--- src/logic/cmtd_pkg.sv ---
// How it works
// fresh battery without commands starts wake charging
// both commands written moves wake to controlled
// AC loss, alarm, inhibit end wake charging
// enable pin low suspends wake, timer untouched
// low input supply suspends wake, timer untouched
// controlled start needs nonzero commands, range, AC
// commands not rewritten in time stop charging
// over or warm fault range stops charging
// AC, alarm, inhibit stop; uninhibit resumes stored
// clear setpoints bit stops controlled charging
// enable pin low stops, release resumes stored
// low input supply stops, recovery resumes stored
// zero voltage or current command stops charging
// with AC sample line every period
// thresholds tested top down, stop when found
// threshold shifted by previous range for hysteresis
// upper tests drive high node, lower drive low
// without AC slow samples, periodic full evaluation
// range decodes to status flags per table
// limit select picks one of four ceilings
// ceiling caps every written current command
// fresh pair of commands restarts timeout timer
package cmtd_pkg;
    localparam int CLK_HZ        = 10_000_000;
    localparam int CYC_PER_MS    = CLK_HZ / 1000;
    localparam int SAMPLE_MS     = 32;
    localparam int SAMPLE_CYC    = SAMPLE_MS * CYC_PER_MS;
    localparam int LP_SAMPLE_MS  = 250;
    localparam int LP_SAMPLE_CYC = LP_SAMPLE_MS * CYC_PER_MS;
    localparam int FULL_MS       = 30000;
    localparam int FULL_CYC      = FULL_MS * CYC_PER_MS;
    localparam int TIMEOUT_MS    = 175000;
    localparam int TIMEOUT_CYC   = TIMEOUT_MS * CYC_PER_MS;
    localparam int SETTLE_US     = 100;
    localparam int SETTLE_CYC    = SETTLE_US * (CLK_HZ / 1_000_000);

    localparam logic [7:0] ADDR_VOLT   = 8'h00;
    localparam logic [7:0] ADDR_CURR   = 8'h04;
    localparam logic [7:0] ADDR_MODE   = 8'h08;
    localparam logic [7:0] ADDR_ALARM  = 8'h0C;
    localparam logic [7:0] ADDR_STATUS = 8'h10;
    localparam logic [7:0] ADDR_LIMIT  = 8'h14;

    localparam int MODE_INHIBIT_BIT = 0;
    localparam int MODE_CLEAR_BIT   = 1;
    localparam logic [15:0] ALARM_MASK    = 16'hF000;
    localparam logic [15:0] VOLT_ZERO_MAX = 16'h049F;
    localparam logic [11:0] WAKE_MA       = 12'h050;

    localparam logic [11:0] LIM_SHORT = 12'h3FF;
    localparam logic [11:0] LIM_10K   = 12'h7FE;
    localparam logic [11:0] LIM_33K   = 12'hBFC;
    localparam logic [11:0] LIM_OPEN  = 12'hFFC;
    localparam logic [11:0] GRAIN_1MA = 12'hFFF;
    localparam logic [11:0] GRAIN_2MA = 12'hFFE;
    localparam logic [11:0] GRAIN_4MA = 12'hFFC;

    typedef enum logic [2:0] {
        range_under      = 3'h0,
        range_warm_fault = 3'h1,
        range_nominal    = 3'h2,
        range_chilled    = 3'h3,
        range_over       = 3'h4
    } cmtd_range_t;

    typedef enum logic [1:0] {
        st_idle = 2'h0,
        st_wake = 2'h1,
        st_ctrl = 2'h3
    } cmtd_state_t;
endpackage : cmtd_pkg

--- src/logic/cmtd_top.sv ---
`timescale 1ns/1ps
module cmtd_top #(
    parameter int SAMPLE_CYC    = cmtd_pkg::SAMPLE_CYC,
    parameter int LP_SAMPLE_CYC = cmtd_pkg::LP_SAMPLE_CYC,
    parameter int FULL_CYC      = cmtd_pkg::FULL_CYC,
    parameter int TIMEOUT_CYC   = cmtd_pkg::TIMEOUT_CYC
) (
    input  wire logic        i_ref_clk,
    input  wire logic        i_nrst,

    input  wire logic        i_psel,
    input  wire logic        i_penable,
    input  wire logic        i_pwrite,
    input  wire logic [7:0]  i_paddr,
    input  wire logic [31:0] i_pwdata,
    output logic      [31:0] o_prdata,
    output logic             o_pready,
    output logic             o_pslverr,

    input  wire logic        i_ac_sense_input,
    input  wire logic        i_charge_enable_pin,
    input  wire logic        i_input_supply,
    input  wire logic        i_line_above,
    input  wire logic [1:0]  i_current_limit_select,

    output logic             o_high_node_select,
    output logic             o_low_node_select,
    output logic             o_meas_high,
    output logic      [2:0]  o_ref_sel,

    output logic             o_charge_on,
    output logic             o_wake_mode,
    output logic      [15:0] o_volt_setpoint,
    output logic      [11:0] o_current_setpoint,
    output logic      [4:0]  o_range_flags
);
    import cmtd_pkg::*;

    // APB decode
    logic        setup;
    logic        wr;
    logic        hit;
    logic        wr_volt;
    logic        wr_curr;
    logic        wr_mode;
    logic        wr_alarm;
    logic [31:0] rd_mux;

    // Stored commands and mode
    logic [15:0] volt_ff;
    logic [15:0] curr_ff;
    logic        inhibit_ff;
    logic [15:0] alarm_ff;
    logic        v_fresh_ff;
    logic        i_fresh_ff;
    logic        cmd_valid_ff;
    logic        wake_arm_ff;
    logic [31:0] timer_ff;
    logic        pready_ff;

    cmtd_state_t state_ff;
    cmtd_state_t nxt_state;

    // Status
    cmtd_range_t range;
    logic        range_upd;
    logic [11:0] ceiling;
    logic [11:0] lim_current;
    logic [4:0]  flags;
    logic        present;
    logic        was_present_ff;

    logic        alarm_blocked;
    logic        range_ok;
    logic        permit;
    logic        run_ok;
    logic        volt_nz;
    logic        curr_nz;
    logic        pair;
    logic        timeout;
    logic        wake_to;
    logic        clear_cmd;
    logic        inserted;
    logic        timer_run;

    assign setup    = i_psel && !i_penable;
    assign wr       = i_psel && i_penable && i_pwrite && pready_ff;
    assign wr_volt  = wr && (i_paddr == ADDR_VOLT);
    assign wr_curr  = wr && (i_paddr == ADDR_CURR);
    assign wr_mode  = wr && (i_paddr == ADDR_MODE);
    assign wr_alarm = wr && (i_paddr == ADDR_ALARM);
    assign hit = (i_paddr == ADDR_VOLT) || (i_paddr == ADDR_CURR) ||
                 (i_paddr == ADDR_MODE) || (i_paddr == ADDR_ALARM) ||
                 (i_paddr == ADDR_STATUS) || (i_paddr == ADDR_LIMIT);

    assign rd_mux =
        (i_paddr == ADDR_VOLT)   ? {16'h0000, volt_ff} :
        (i_paddr == ADDR_CURR)   ? {16'h0000, curr_ff} :
        (i_paddr == ADDR_MODE)   ? {31'h0, inhibit_ff} :
        (i_paddr == ADDR_ALARM)  ? {16'h0000, alarm_ff} :
        (i_paddr == ADDR_STATUS) ? {20'h00000, flags, cmd_valid_ff, inhibit_ff,
                                    alarm_blocked, i_ac_sense_input,
                                    o_charge_on, state_ff} :
        (i_paddr == ADDR_LIMIT)  ? {4'h0, ceiling, 4'h0, lim_current} :
                                   32'h0000_0000;

    // Flags: over, chilled, warm fault, under, present
    assign flags = (range == range_under)      ? 5'h07 :
                   (range == range_warm_fault) ? 5'h05 :
                   (range == range_nominal)    ? 5'h01 :
                   (range == range_chilled)    ? 5'h09 : 5'h18;
    assign present = flags[0];
    assign inserted = range_upd && present && !was_present_ff;

    assign alarm_blocked = |alarm_ff;
    assign range_ok = (range == range_chilled) || (range == range_nominal) ||
                      (range == range_under);
    assign permit = i_ac_sense_input && !alarm_blocked && !inhibit_ff &&
                    range_ok;
    assign run_ok = i_charge_enable_pin && i_input_supply;
    assign volt_nz = volt_ff > VOLT_ZERO_MAX;
    assign curr_nz = curr_ff != 16'h0000;
    assign pair = v_fresh_ff && i_fresh_ff;
    assign timer_run = (state_ff != st_idle) || cmd_valid_ff;
    assign timeout = timer_run && (timer_ff >= 32'(TIMEOUT_CYC - 1));
    assign wake_to = timeout && ((range == range_chilled) ||
                                 (range == range_under));
    assign clear_cmd = wr_mode && i_pwdata[MODE_CLEAR_BIT];

    always_comb begin
        nxt_state = state_ff;
        case (state_ff)
            st_idle: begin
                if (cmd_valid_ff && volt_nz && curr_nz && permit) begin
                    nxt_state = st_ctrl;
                end else if (wake_arm_ff && !cmd_valid_ff && permit) begin
                    nxt_state = st_wake;
                end
            end
            st_wake: begin
                if (pair) begin
                    nxt_state = st_ctrl;
                end else if (!permit || wake_to) begin
                    nxt_state = st_idle;
                end
            end
            st_ctrl: begin
                if (!permit || timeout || !volt_nz || !curr_nz) begin
                    nxt_state = st_idle;
                end
            end
            default: nxt_state = st_idle;
        endcase
    end

    always_ff @(posedge i_ref_clk) begin
        if (!i_nrst) begin
            pready_ff <= 1'b0;
            o_pready  <= 1'b0;
            o_pslverr <= 1'b0;
            o_prdata  <= 32'h0000_0000;
        end else begin
            pready_ff <= setup;
            o_pready  <= setup;
            o_pslverr <= setup && !hit;
            o_prdata  <= setup && !i_pwrite ? rd_mux : 32'h0000_0000;
        end
    end

    always_ff @(posedge i_ref_clk) begin
        if (!i_nrst) begin
            volt_ff    <= 16'h0000;
            curr_ff    <= 16'h0000;
            inhibit_ff <= 1'b0;
            alarm_ff   <= 16'h0000;
        end else begin
            if (wr_volt) begin
                volt_ff <= i_pwdata[15:0];
            end else if (clear_cmd) begin
                volt_ff <= 16'h0000;
            end
            if (wr_curr) begin
                curr_ff <= i_pwdata[15:0];
            end else if (clear_cmd) begin
                curr_ff <= 16'h0000;
            end
            if (wr_mode) begin
                inhibit_ff <= i_pwdata[MODE_INHIBIT_BIT];
            end
            if (wr_alarm) begin
                alarm_ff <= i_pwdata[15:0] & ALARM_MASK;
            end
        end
    end

    // A write in the cycle a pair is consumed stays fresh
    always_ff @(posedge i_ref_clk) begin
        if (!i_nrst) begin
            v_fresh_ff   <= 1'b0;
            i_fresh_ff   <= 1'b0;
            cmd_valid_ff <= 1'b0;
            timer_ff     <= 32'h0;
        end else begin
            v_fresh_ff <= wr_volt || (v_fresh_ff && !pair);
            i_fresh_ff <= wr_curr || (i_fresh_ff && !pair);
            if (pair) begin
                cmd_valid_ff <= 1'b1;
            end else if (timeout || clear_cmd) begin
                cmd_valid_ff <= 1'b0;
            end
            // Enable pin and supply never touch the timer
            if (pair || !timer_run || timeout) begin
                timer_ff <= 32'h0;
            end else begin
                timer_ff <= timer_ff + 32'h1;
            end
        end
    end

    always_ff @(posedge i_ref_clk) begin
        if (!i_nrst) begin
            state_ff       <= st_idle;
            wake_arm_ff    <= 1'b0;
            was_present_ff <= 1'b0;
        end else begin
            state_ff <= nxt_state;
            if (range_upd) begin
                was_present_ff <= present;
            end
            if (inserted) begin
                wake_arm_ff <= 1'b1;
            end else if (!present || (state_ff != st_idle && nxt_state != st_wake)) begin
                wake_arm_ff <= 1'b0;
            end
        end
    end

    always_ff @(posedge i_ref_clk) begin
        if (!i_nrst) begin
            o_charge_on        <= 1'b0;
            o_wake_mode        <= 1'b0;
            o_volt_setpoint    <= 16'h0000;
            o_current_setpoint <= 12'h000;
            o_range_flags      <= 5'h18;
        end else begin
            o_charge_on <= (state_ff != st_idle) && run_ok;
            o_wake_mode <= state_ff == st_wake;
            o_volt_setpoint <= (state_ff == st_ctrl && run_ok) ? volt_ff : 16'h0000;
            if (!run_ok || state_ff == st_idle) begin
                o_current_setpoint <= 12'h000;
            end else if (state_ff == st_wake) begin
                o_current_setpoint <= WAKE_MA;
            end else begin
                o_current_setpoint <= lim_current;
            end
            o_range_flags <= flags;
        end
    end

    cmtd_seq #(
        .SAMPLE_CYC    (SAMPLE_CYC),
        .LP_SAMPLE_CYC (LP_SAMPLE_CYC),
        .FULL_CYC      (FULL_CYC)
    ) u_seq (
        .i_ref_clk          (i_ref_clk),
        .i_nrst             (i_nrst),
        .i_ac_present       (i_ac_sense_input),
        .i_line_above       (i_line_above),
        .o_high_node_select (o_high_node_select),
        .o_low_node_select  (o_low_node_select),
        .o_meas_high        (o_meas_high),
        .o_ref_sel          (o_ref_sel),
        .o_range            (range),
        .o_update           (range_upd)
    );

    cmtd_current_limit_select u_current_limit_select (
        .i_ref_clk              (i_ref_clk),
        .i_nrst                 (i_nrst),
        .i_current_limit_select (i_current_limit_select),
        .i_cmd                  (curr_ff),
        .o_ceiling              (ceiling),
        .o_current              (lim_current)
    );
endmodule : cmtd_top

--- src/logic/cmtd_current_limit_select.sv ---
`timescale 1ns/1ps
module cmtd_current_limit_select (
    input  wire logic        i_ref_clk,
    input  wire logic        i_nrst,
    input  wire logic [1:0]  i_current_limit_select,
    input  wire logic [15:0] i_cmd,
    output logic      [11:0] o_ceiling,
    output logic      [11:0] o_current
);
    import cmtd_pkg::*;

    logic [11:0] ceil_w;
    logic [11:0] grain_w;
    logic [11:0] nxt_current;

    // Short, 10k, 33k, open
    assign ceil_w = (i_current_limit_select == 2'h0) ? LIM_SHORT :
                    (i_current_limit_select == 2'h1) ? LIM_10K :
                    (i_current_limit_select == 2'h2) ? LIM_33K : LIM_OPEN;
    assign grain_w = (i_current_limit_select == 2'h0) ? GRAIN_1MA :
                     (i_current_limit_select == 2'h1) ? GRAIN_2MA : GRAIN_4MA;
    assign nxt_current = (i_cmd > {4'h0, ceil_w}) ? ceil_w
                       : (i_cmd[11:0] & grain_w);

    always_ff @(posedge i_ref_clk) begin
        if (!i_nrst) begin
            o_ceiling <= 12'h000;
            o_current <= 12'h000;
        end else begin
            o_ceiling <= ceil_w;
            o_current <= nxt_current;
        end
    end
endmodule : cmtd_current_limit_select

--- src/logic/cmtd_seq.sv ---
`timescale 1ns/1ps
module cmtd_seq #(
    parameter int SAMPLE_CYC    = cmtd_pkg::SAMPLE_CYC,
    parameter int LP_SAMPLE_CYC = cmtd_pkg::LP_SAMPLE_CYC,
    parameter int FULL_CYC      = cmtd_pkg::FULL_CYC
) (
    input  wire logic         i_ref_clk,
    input  wire logic         i_nrst,
    input  wire logic         i_ac_present,
    input  wire logic         i_line_above,
    output logic              o_high_node_select,
    output logic              o_low_node_select,
    output logic              o_meas_high,
    output logic [2:0]        o_ref_sel,
    output cmtd_pkg::cmtd_range_t o_range,
    output logic              o_update
);
    import cmtd_pkg::*;

    logic [31:0] per_ff;
    logic [31:0] full_ff;
    logic [31:0] settle_ff;
    logic        busy_ff;
    logic        part_ff;
    logic [1:0]  step_ff;
    logic        nxt_busy;
    logic [1:0]  nxt_step;
    logic [31:0] period;
    logic        start;
    logic        sample;
    logic        done;
    logic [2:0]  upper;

    assign period = i_ac_present ? 32'(SAMPLE_CYC) : 32'(LP_SAMPLE_CYC);
    assign start  = !busy_ff && (per_ff >= period - 32'h1);
    assign sample = busy_ff && (settle_ff == 32'(SETTLE_CYC - 1));
    assign upper  = 3'h4 - {1'b0, step_ff};
    // Partial check stops after the over test unless the last range was over and the line reads below
    assign done = sample && (i_line_above || step_ff == 2'h3 ||
                  (part_ff && ((o_range == range_over) == i_line_above)));
    assign nxt_busy = start || (busy_ff && !done);
    assign nxt_step = start ? 2'h0 : (sample && !done) ? step_ff + 2'h1 : step_ff;

    always_ff @(posedge i_ref_clk) begin
        if (!i_nrst) begin
            per_ff    <= 32'h0;
            full_ff   <= 32'h0;
            settle_ff <= 32'h0;
            busy_ff   <= 1'b0;
            part_ff   <= 1'b0;
            step_ff   <= 2'h0;
            o_range   <= range_over;
            o_update  <= 1'b0;
            o_ref_sel <= 3'h0;
            o_meas_high        <= 1'b0;
            o_high_node_select <= 1'b0;
            o_low_node_select  <= 1'b0;
        end else begin
            per_ff    <= start ? 32'h0 : per_ff + 32'h1;
            busy_ff   <= nxt_busy;
            step_ff   <= nxt_step;
            settle_ff <= (start || sample) ? 32'h0 : settle_ff + 32'h1;
            if (start) begin
                part_ff <= !i_ac_present && (full_ff < 32'(FULL_CYC - 1));
                full_ff <= (!i_ac_present && full_ff < 32'(FULL_CYC - 1)) ?
                           full_ff + period : 32'h0;
            end
            if (done) begin
                o_range <= i_line_above ? cmtd_range_t'(upper) :
                           (step_ff == 2'h3) ? range_under : o_range;
            end
            o_update <= done;
            // Threshold moves toward the side the line sat on last time
            o_ref_sel <= {o_range >= (3'h4 - {1'b0, nxt_step}), nxt_step};
            o_high_node_select <= nxt_busy && !nxt_step[1];
            o_low_node_select  <= nxt_busy && nxt_step[1];
            o_meas_high        <= nxt_step[1];
        end
    end
endmodule : cmtd_seq

--- config.mk ---
export PLATFORM = sky130hd
export DESIGN_NAME = cmtd_top
export DESIGN_NICKNAME = d
export VERILOG_FILES = /design/src/logic/cmtd_pkg.sv /design/src/logic/cmtd_top.sv /design/src/logic/cmtd_current_limit_select.sv /design/src/logic/cmtd_seq.sv
export SDC_FILE = /design/constraint.sdc
export NUM_CORES = 1
export LEC_CHECK = 0
export BUFFER_PORTS_ARGS = -buffer_cell sky130_fd_sc_hd__buf_4
export CAP_MARGIN = 20
export CORE_ASPECT_RATIO = 1.1
export CORE_MARGIN = 1.5
export CORE_UTILIZATION = 40
export DETAILED_ROUTE_END_ITERATION = 7
export GPL_ROUTABILITY_DRIVEN = 0
export RECOVER_POWER = 25
export SLEW_MARGIN = 10
export SYNTH_ARGS = -nofsm -noshare
export SYNTH_HDL_FRONTEND = slang
export SYNTH_HIERARCHICAL = 1
export SYNTH_SLANG_ARGS = --single-unit
--- constraint.sdc ---
create_clock -name i_ref_clk -period 3.59 [get_ports i_ref_clk]
set_input_delay 0.5385 -clock i_ref_clk [delete_from_list [all_inputs] [get_ports i_ref_clk]]
set_output_delay 0.5385 -clock i_ref_clk [all_outputs]
set_load 0.02 [all_outputs]
After elaboration in Yosys (flattened, before gate mapping). Index checks and enable logic that the tools add are counted.

Input port bits: 51. Flip-flop bits (word level): 279.

Order comparisons: 6. Reduce and logical (&&, ||, !) cells: 103. Equality and inequality tests: 17. Bitwise gates (word level): 4. Multiplexer cells: 36. Add/sub/neg operators: 8.

Operator list (number): 16-bit two-way mux (8); 32-bit by 1-bit adder with 32-bit output (second input constant) (3); 12-bit two-way mux (5); 1-bit logical AND (39); 32-bit adder (1); 32-bit by 10-bit == test with 1-bit output (second input constant) (1); 32-bit by 31-bit >= comparator with 1-bit output (second input constant) (1); 32-bit >= comparator (1); 32-bit by 29-bit < comparator with 1-bit output (second input constant) (1); 32-bit two-way mux (1); 32-bit by 1-bit subtractor with 32-bit output (second input constant) (1); 1-bit logical OR (24); 22-bit two-way mux (1); 5-bit two-way mux (4); 1-bit zero test (18); 8-bit by 4-bit == test with 1-bit output (second input constant) (2); 8-bit by 5-bit == test with 1-bit output (second input constant) (2); 16-bit by 11-bit greater-than comparator with 1-bit output (second input constant) (1); 16-bit by 12-bit greater-than comparator with 1-bit output (1); 2-bit two-way mux (8); 16-bit nonzero test (1); 12-bit bitwise AND (1); 2-bit nonzero test (6); 11-bit two-way mux (1); other kinds (25) (42).

Depth between registers and ports, before layout. Gate-level depths: netlist of the first run.

Word-level depth: 16. Gate-level depth with buffers: 13.

By module. Netlist of the first run, hierarchy kept.

By module, submodules not included: cmtd_top (area an instance 5484.0 µm², seq. area each 2822.7 µm², instances 1, cells an instance 567); cmtd_seq (area an instance 5295.1 µm², seq. area each 2042.0 µm², instances 1, cells an instance 629); cmtd_current_limit_select (area an instance 730.7 µm², seq. area each 340.3 µm², instances 1, cells an instance 70).

Least setup slack after synthesis of the first run. Ideal clock, no wire load.

Kind: input -> register. Start point: in i_ac_sense_input. End point: reg u_seq.o_ref_sel[2]. Path slack: 0.718 ns. Arrival: 2.745 ns. Cell stages on the path: 13. Library setup time: 0.128 ns. Path through: inv_1 > ha_1 > nand2_1 > nor4_1 > nand4_1 > a31oi_2 > buf_2 > nor2_1 > ha_1 > nand2b_1 > a21o_1 > a21oi_1 > nor2_1.

Cells in the longest elaborated chain, start to end: 7.

Ends and longest elaborated chain: start, declared (RTL line cmtd_top.sv:20) `input wire logic i_ac_sense_input,`; 22-bit two-way mux (RTL line cmtd_seq.sv:34) `assign period = i_ac_present ? 32'(SAMPLE_CYC) : 32'(LP_SAMPLE_CYC);`; 32-bit by 1-bit subtractor with 32-bit output (RTL line cmtd_seq.sv:35) `assign start = !busy_ff && (per_ff >= period - 32'h1);`; 32-bit >= comparator (RTL line cmtd_seq.sv:35); 1-bit logical AND (RTL line cmtd_seq.sv:35); 2-bit two-way mux (RTL line cmtd_seq.sv:42) `assign nxt_step = start ? 2'h0 : (sample && !done) ? step_ff + 2'h1 : step_ff;`; via u_seq.nxt_step[0] (RTL line cmtd_seq.sv:27) `logic [1:0] nxt_step;`; 3-bit by 2-bit subtractor with 3-bit output (RTL line cmtd_seq.sv:74) `o_ref_sel <= {o_range >= (3'h4 - {1'b0, nxt_step}), nxt_step};`; 3-bit >= comparator (RTL line cmtd_seq.sv:74); end signal, assigned (RTL line cmtd_seq.sv:74); end, declared (RTL line cmtd_seq.sv:14) `output logic [2:0] o_ref_sel,`.

The timed path passes the listed nets, and every way through them passes these cells. A chain may end at the register's enable or synchronous reset.

==> run metrics, run 1 <==
status complete, but fails checks; violated checks capacitance limit, slew limit; IO Pins 126; Port-buffer cells 105; met3 Track Usage GR 2.48%; synthesized instance count 1266; # Max-Cap Violations 1; clk root buf clkbuf_16; CTS resizes 0; Worst-path clk slew 0.06 ns; DRT Wirelength 27100 um; fin crit share 82.2%; crit end category flop; hold_sp i_current_limit_select[0]; WHS Endpoint u_current_limit_select/o_ceiling[0]$_SDFF_PN0_; cts bufs inserted 27; critical path's slowest cell clkbuf_1; placed inst area 12600 um^2; reg2reg start u_seq/o_range[0]$_SDFFE_PN0P_; Max Slew Vio Count 40; Startpoint Class primary input; WP data required 4.07 ns; worst IR drop on VDD 0.000500 V; CTS Hold Bufs 0; fmax 339 MHz; number of global-route vias before repair 8698; largest net degree at the start of global routing 40; Slew HR -14.8%; Seq/Total Area, Yosys 45.2%; WL per Instance 15.6 um; final hold vios 0; core area 28000 um^2; setup TNS 0 ns; Yosys warnings 6; most frequent cells in the layout dfxtp_1, nor2_1, nand2_1; Nets 1438; DP Cell Count 1690; Remaining Overflow, GRT 0; Final Worst Setup Slack 0.640 ns; worst slew pin tran 1.72 ns; synthesized area 11500 um^2; DR vias 9222; fin cells 1739; DRC errors left 0; n_diodes 0; Pleak 4.98 nW; Die Ht 181 um; first drt pass iteration count 5; met2 usage 30.1%; Min-Delay Path Depth 2; GR peak layer met2; first-pass GRT wire length 43600 um; CTS tree yes; unrepaired setup endpoints after global routing no; number of synthesized flops with an enable pin 0; commonest non-fill, non-tap cell in the layout dfxtp_1; Final ANT Viol Nets 0; post-synthesis register bit count 260; R2R depth 10; clk sink count 260; CP arrival 3.43 ns; starting density of the core 41.1%; Fin Clk Skew 0.0206 ns; GR Util met1 23.6%; predominant post-synthesis flop cell dfxtp_1; ratio of cells with drive above 1 in the final layout 9.23%; Final setup viols 0; GRT Total Usage 17.8%; Final Cell Area 13200 um^2; area grow syn2layout 14.9%; hold crit path type in -> reg; initial antenna violation count 0; die width 165 um; die area 29800 um^2; max incr delay on CP 1.21 ns; worst path cell trace clkbuf_1, inv_1, nor2_1, a22o_1; worst skew pair latency 0.54 ns; pwr dens 453 nW/um^2; Row Count 64; post-synth cell types 81; worst-case clock buffer depth 3; Post-CTS Setup Inserts 0; pre-CTS setup slack 0.370 ns; syn_area_per_cell 9.09 um^2; H-Tree Depth 1; DR vias/cell 5.30; final critical-path required period 2.95 ns; R2R setup slack 0.73 ns; share of flip-flops with an asynchronous set or reset 0%; worst setup path category in -> reg; r2r endpoint u_seq/o_ref_sel[2]$_SDFF_PN0_; Initial DRC Count 658; post-DP HPWL 18900 um; crit path max fanout 39
-- per-layer routing --
layer	routed length (um)	part of all wire, %
met2	12500	46
met3	1440	5.3
met5	0	0
met4	522	1.9
met1	12600	47
-- worst max-delay path: cells and delay by family --
| family | cells | cell delay [ns] |
|---|---|---|
| buffers and inverters | 2 | 2.04 |
| AO/OA/AOI/OAI | 1 | 0.22 |
| AND/OR/NAND/NOR | 1 | 0.60 |
-- synth_stat cells, types with 6 or more instances --
master,instances,area share [%]
mux2i_1,10,0.87
nor2_1,168,5.5
a21oi_1,32,1.4
a211oi_1,11,0.72
clkbuf_1,30,0.98
o2111ai_1,6,0.46
nand2b_1,8,0.43
a22oi_1,33,2.2
nor4_1,17,0.92
inv_1,33,1.1
ha_1,31,3.4
a22o_1,7,0.53
nand3_1,65,2.8
and2_1,30,1.6
and4_1,11,0.84
nor2b_1,41,2.2
and3_1,43,2.3
nor3_1,24,1.0
xnor2_1,34,2.6
buf_4,14,0.91
a221oi_1,6,0.46
o21a_1,17,1.1
dfxtp_1,260,45
a21o_1,6,0.39
a31oi_1,6,0.33
xor2_1,61,4.6
o21ai_0,25,1.1
buf_2,16,0.70
nand2_1,81,2.6
nand4_1,36,2.0
-- stage by stage --
stage	util, %	hold WS [ns]	total power [mW]
2_1_floorplan	-	0.406	3.07
3_3_place_gp	44.8	0.413	3.14
3_5_place_dp	44.8	0.416	3.14
4_1_cts	48.1	0.190	6.06
5_1_grt	47.2	0.199	6.20
6_report	47.2	0.216	5.98
-- power by group --
group          total, mW  leakage (nW)  internal [mW]  switching [mW]
clock network       2.91         0.454           1.77            1.13
registers           2.90          2.10           2.90         0.00716
logic              0.176          2.43         0.0631           0.113
-- layout make-up --
type                            instances  area, um^2
Fill cell                            2753       14800
Clock buffer                           39         771
Multi-Input combinational cell        913        5860
Tap cell                              363         454
Inverter                               33         124
Clock inverter                         10         156
Sequential cell                       260        5200
Timing Repair Buffer                  121         653
-- sequential cells by signal (all words and copies together) (netlist names), 16 cells and up --
signal / count
curr_ff: 16
o_prdata: 28
o_volt_setpoint: 16
timer_ff: 32
u_seq/full_ff: 27
u_seq/per_ff: 32
u_seq/settle_ff: 32
volt_ff: 16
-- cell families after synthesis --
family / Yosys count / share of synthesized area (%)
xor gates and xnor gates: 95 / 7.23
buffers and inverters: 97 / 3.99
DFF: 260 / 45.2
other: 1 / 0.0326
muxes: 12 / 1.10
AOI/OAI and AO/OA: 204 / 12.9
adders and majority gates: 31 / 3.37
and+or+nand+nor: 566 / 26.1
-- worst max-delay path by stage --
stage | from | end | slack (ns) | cells after the start
finish | i_nrst | u_seq/full_ff[17]$_SDFFE_PN0P_ | 0.64 | 4
global route | i_nrst | u_seq/full_ff[17]$_SDFFE_PN0P_ | 0.34 | 4
floorplan | i_ac_sense_input | u_seq/o_ref_sel[2]$_SDFF_PN0_ | 0.72 | 13
CTS | u_seq/o_range[0]$_SDFFE_PN0P_ | u_seq/o_ref_sel[2]$_SDFF_PN0_ | 0.72 | 10
global placement | i_ac_sense_input | u_seq/full_ff[23]$_SDFFE_PN0P_ | 0.36 | 10
detailed placement | i_ac_sense_input | u_seq/full_ff[23]$_SDFFE_PN0P_ | 0.37 | 10
Note: power is estimated with default switching activity, not from simulation.
==> run 2, diff against run 1 <==
==> constraint.sdc (replaced) <==
create_clock -name i_ref_clk -period 2.9 [get_ports i_ref_clk]
set_input_delay 0.435 -clock i_ref_clk [delete_from_list [all_inputs] [get_ports i_ref_clk]]
set_output_delay 0.435 -clock i_ref_clk [all_outputs]
set_load 0.02 [all_outputs]
==> run 2 against run 1 <==
The run now ends clean. Via count rose by 1.1%. First-iteration DRC count rose by 0.46%. Total power rose by 22%. Non-clock buffer count rose by 22. Sequential cell count did not move. Cell count rose by 1.3%. Routed wire length fell by 0.18%. Setup slack got worse by 0.39 ns. Sequential share of layout area fell by 0.85 points. Clock power rose by 20%. Clock-buffer cell count rose by 1. Sequential power rose by 24%. Highest routed layer unchanged.
==> run metrics, run 2 (synthesized netlist as in run 1, its figures left out) <==
Nets 1461 (was 1438); GR peak layer met2 (unchanged); crit path max fanout 5 (was 39); R2R setup slack 0.25 ns (was 0.73 ns); WP data required 3.32 ns (was 4.07 ns); worst-case clock buffer depth 3 (unchanged); CTS tree yes (unchanged); DR vias 9325 (was 9222); final hold vios 0 (unchanged); DR vias/cell 5.30 (about the same); final critical-path required period 2.65 ns; setup TNS 0 ns (unchanged); met2 usage 29.7% (was 30.1%); WL per Instance 15.4 um (was 15.6 um); Fin Clk Skew 0.00787 ns (was 0.0206 ns); Clock Power Share 47.8% (was 48.5%); n_diodes 0 (unchanged); worst slew pin tran 0.954 ns (was 1.72 ns); die area 29800 um^2 (unchanged); worst setup path category reg -> reg (was in -> reg); CTS Hold Bufs 0 (unchanged); Pleak 5.19 nW (was 4.98 nW); met3 Track Usage GR 2.34% (was 2.48%); Final ANT Viol Nets 0 (unchanged); Worst-path clk slew 0.06 ns (about the same); GR Util met1 24.2% (was 23.6%); Comb pwr share 3.2% (was 2.9%); first drt pass iteration count 5 (unchanged); Remaining Overflow, GRT 0 (unchanged); sequential share of power 49.0% (was 48.5%); fin crit share 91.3%; Final setup viols 0 (unchanged); Row Count 64 (unchanged); post-DP HPWL 19400 um (was 18900 um); GRT Total Usage 17.9% (was 17.8%); starting density of the core 41.1% (unchanged); commonest non-fill, non-tap cell in the layout dfxtp_1 (unchanged); CP arrival 3.07 ns (was 3.43 ns); initial antenna violation count 0 (unchanged); Max Slew Vio Count 0 (was 40); Regs by FF count timer_ff: 32 flops, u_seq/per_ff: 32 flops, u_seq/settle_ff: 32 flops (unchanged); DRC errors left 0 (unchanged); largest net degree at the start of global routing 39 (was 40); die width 165 um (unchanged); Initial DRC Count 661 (was 658); DRT Wirelength 27100 um (about the same); Net Sw Frac 21.2% (was 20.9%); Startpoint Class flop (was primary input); clk sink count 260 (unchanged); pwr dens 542 nW/um^2 (was 453 nW/um^2); unrepaired setup endpoints after global routing no (unchanged); IO Pins 126 (unchanged); Port-buffer cells 105 (unchanged); Power Total 7.33 mW (was 5.98 mW); first-pass GRT wire length 44000 um (was 43600 um); clk root buf clkbuf_16 (unchanged); most frequent cells in the layout dfxtp_1, nor2_1, buf_4 (was dfxtp_1, nor2_1, nand2_1); Internal Power 5.78 mW (was 4.73 mW); Die Ht 181 um (unchanged); crit end category flop (unchanged); ratio of cells with drive above 1 in the final layout 12.8% (was 9.23%); area grow syn2layout 17.4% (was 14.9%); fmax 378 MHz; core area 28000 um^2 (unchanged); hold crit path type in -> reg (unchanged); status finished, final reports clean (was complete, but fails checks); # Max-Cap Violations 0 (was 1); H-Tree Depth 1 (unchanged); cts bufs inserted 28 (was 27); number of global-route vias before repair 8595 (was 8698); Slew HR 36.4% (was -14.8%); Switch Pwr 1.55 mW (was 1.25 mW); worst IR drop on VDD 0.000492 V (was 0.000500 V); worst skew pair latency 0.53 ns (was 0.54 ns)
[run 2: cell count changes in the layout (fill, tap and decap cells not counted), moves of 2 or more]
cell        previous run  this run
clkbuf_1              75        49
clkinvlp_4             1         4
and2_1                30        26
bufinv_16              4         2
and2_0                 0         4
clkbuf_16             27        29
clkbuf_2               0         2
buf_4                 53        97
buf_12                 0         2
[run 2: timing repair]
| action | 4_1_cts | 5_1_grt |
|---|---|---|
| resized for setup | 0 | 5 |
| setup buffers | 0 | 2 |
| endpoints found under the setup margin | 0 | 1 |
[run 2: power by group through the flow]
stage                     sequential [mW]  clock, mW  combinational, mW
after floorplan                      3.67          0              0.130
after global placement               3.67          0              0.231
after detailed placement             3.67          0              0.232
after CTS                            3.59       3.60              0.233
after global routing                 3.59       3.75              0.253
final                                3.59       3.50              0.231
[run 2: worst max-delay path: stages (launching register included)]
cell and delay (ns):
dfxtp_1 0.37, ha_4 0.17, nor4bb_2 0.20, nand4_1 0.26, nor4_4 0.44, mux2i_1 0.27, xnor2_1 0.13, nand2_1 0.07
ha_1 0.28, a21o_1 0.16, a21oi_1 0.14, nor2_1 0.05
[run 2: area by class of cell]
type / instances / area (um^2)
fill: 2734 / 14500
multi-input combinational: 913 / 5890
sequential: 260 / 5210
timing repair buffer: 143 / 936
clock buffer: 40 / 807
tap: 363 / 454
inverter: 33 / 124
clock inverter: 9 / 105
[run 2: path summary, 6_finish.rpt]
kind,start,to,depth (start not counted)
max,u_seq/settle_ff[1]$_SDFF_PP0_,u_seq/o_ref_sel[2]$_SDFF_PN0_,11
min,i_current_limit_select[0],u_current_limit_select/o_ceiling[0]$_SDFF_PN0_,2
max reg2reg,u_seq/settle_ff[1]$_SDFF_PP0_,u_seq/o_ref_sel[2]$_SDFF_PN0_,11
min reg2reg,u_current_limit_select/o_ceiling[10]$_SDFF_PN0_,o_prdata[26]$_SDFF_PP0_,1
[run 2: routing by layer]
metal / wire (um) / vias up
met1: 12600 / 4376
met3: 1420 / 35
met4: 601 / 0
met5: 0 / -
met2: 12500 / 214
li1: - / 4700
[run 2: metrics by stage]
step	std cells	setup WS (ns)	cell area, um^2	hold WS, ns	util, %
finish	1761	0.253	13500	0.120	48.2
global route	1761	0.00413	13500	0.112	48.2
CTS	1759	0.253	13600	0.105	48.7
detailed placement	1710	0.107	12700	0.413	45.4
global placement	1710	0.182	12700	0.411	45.4
floorplan	1270	0.131	11500	0.406	-
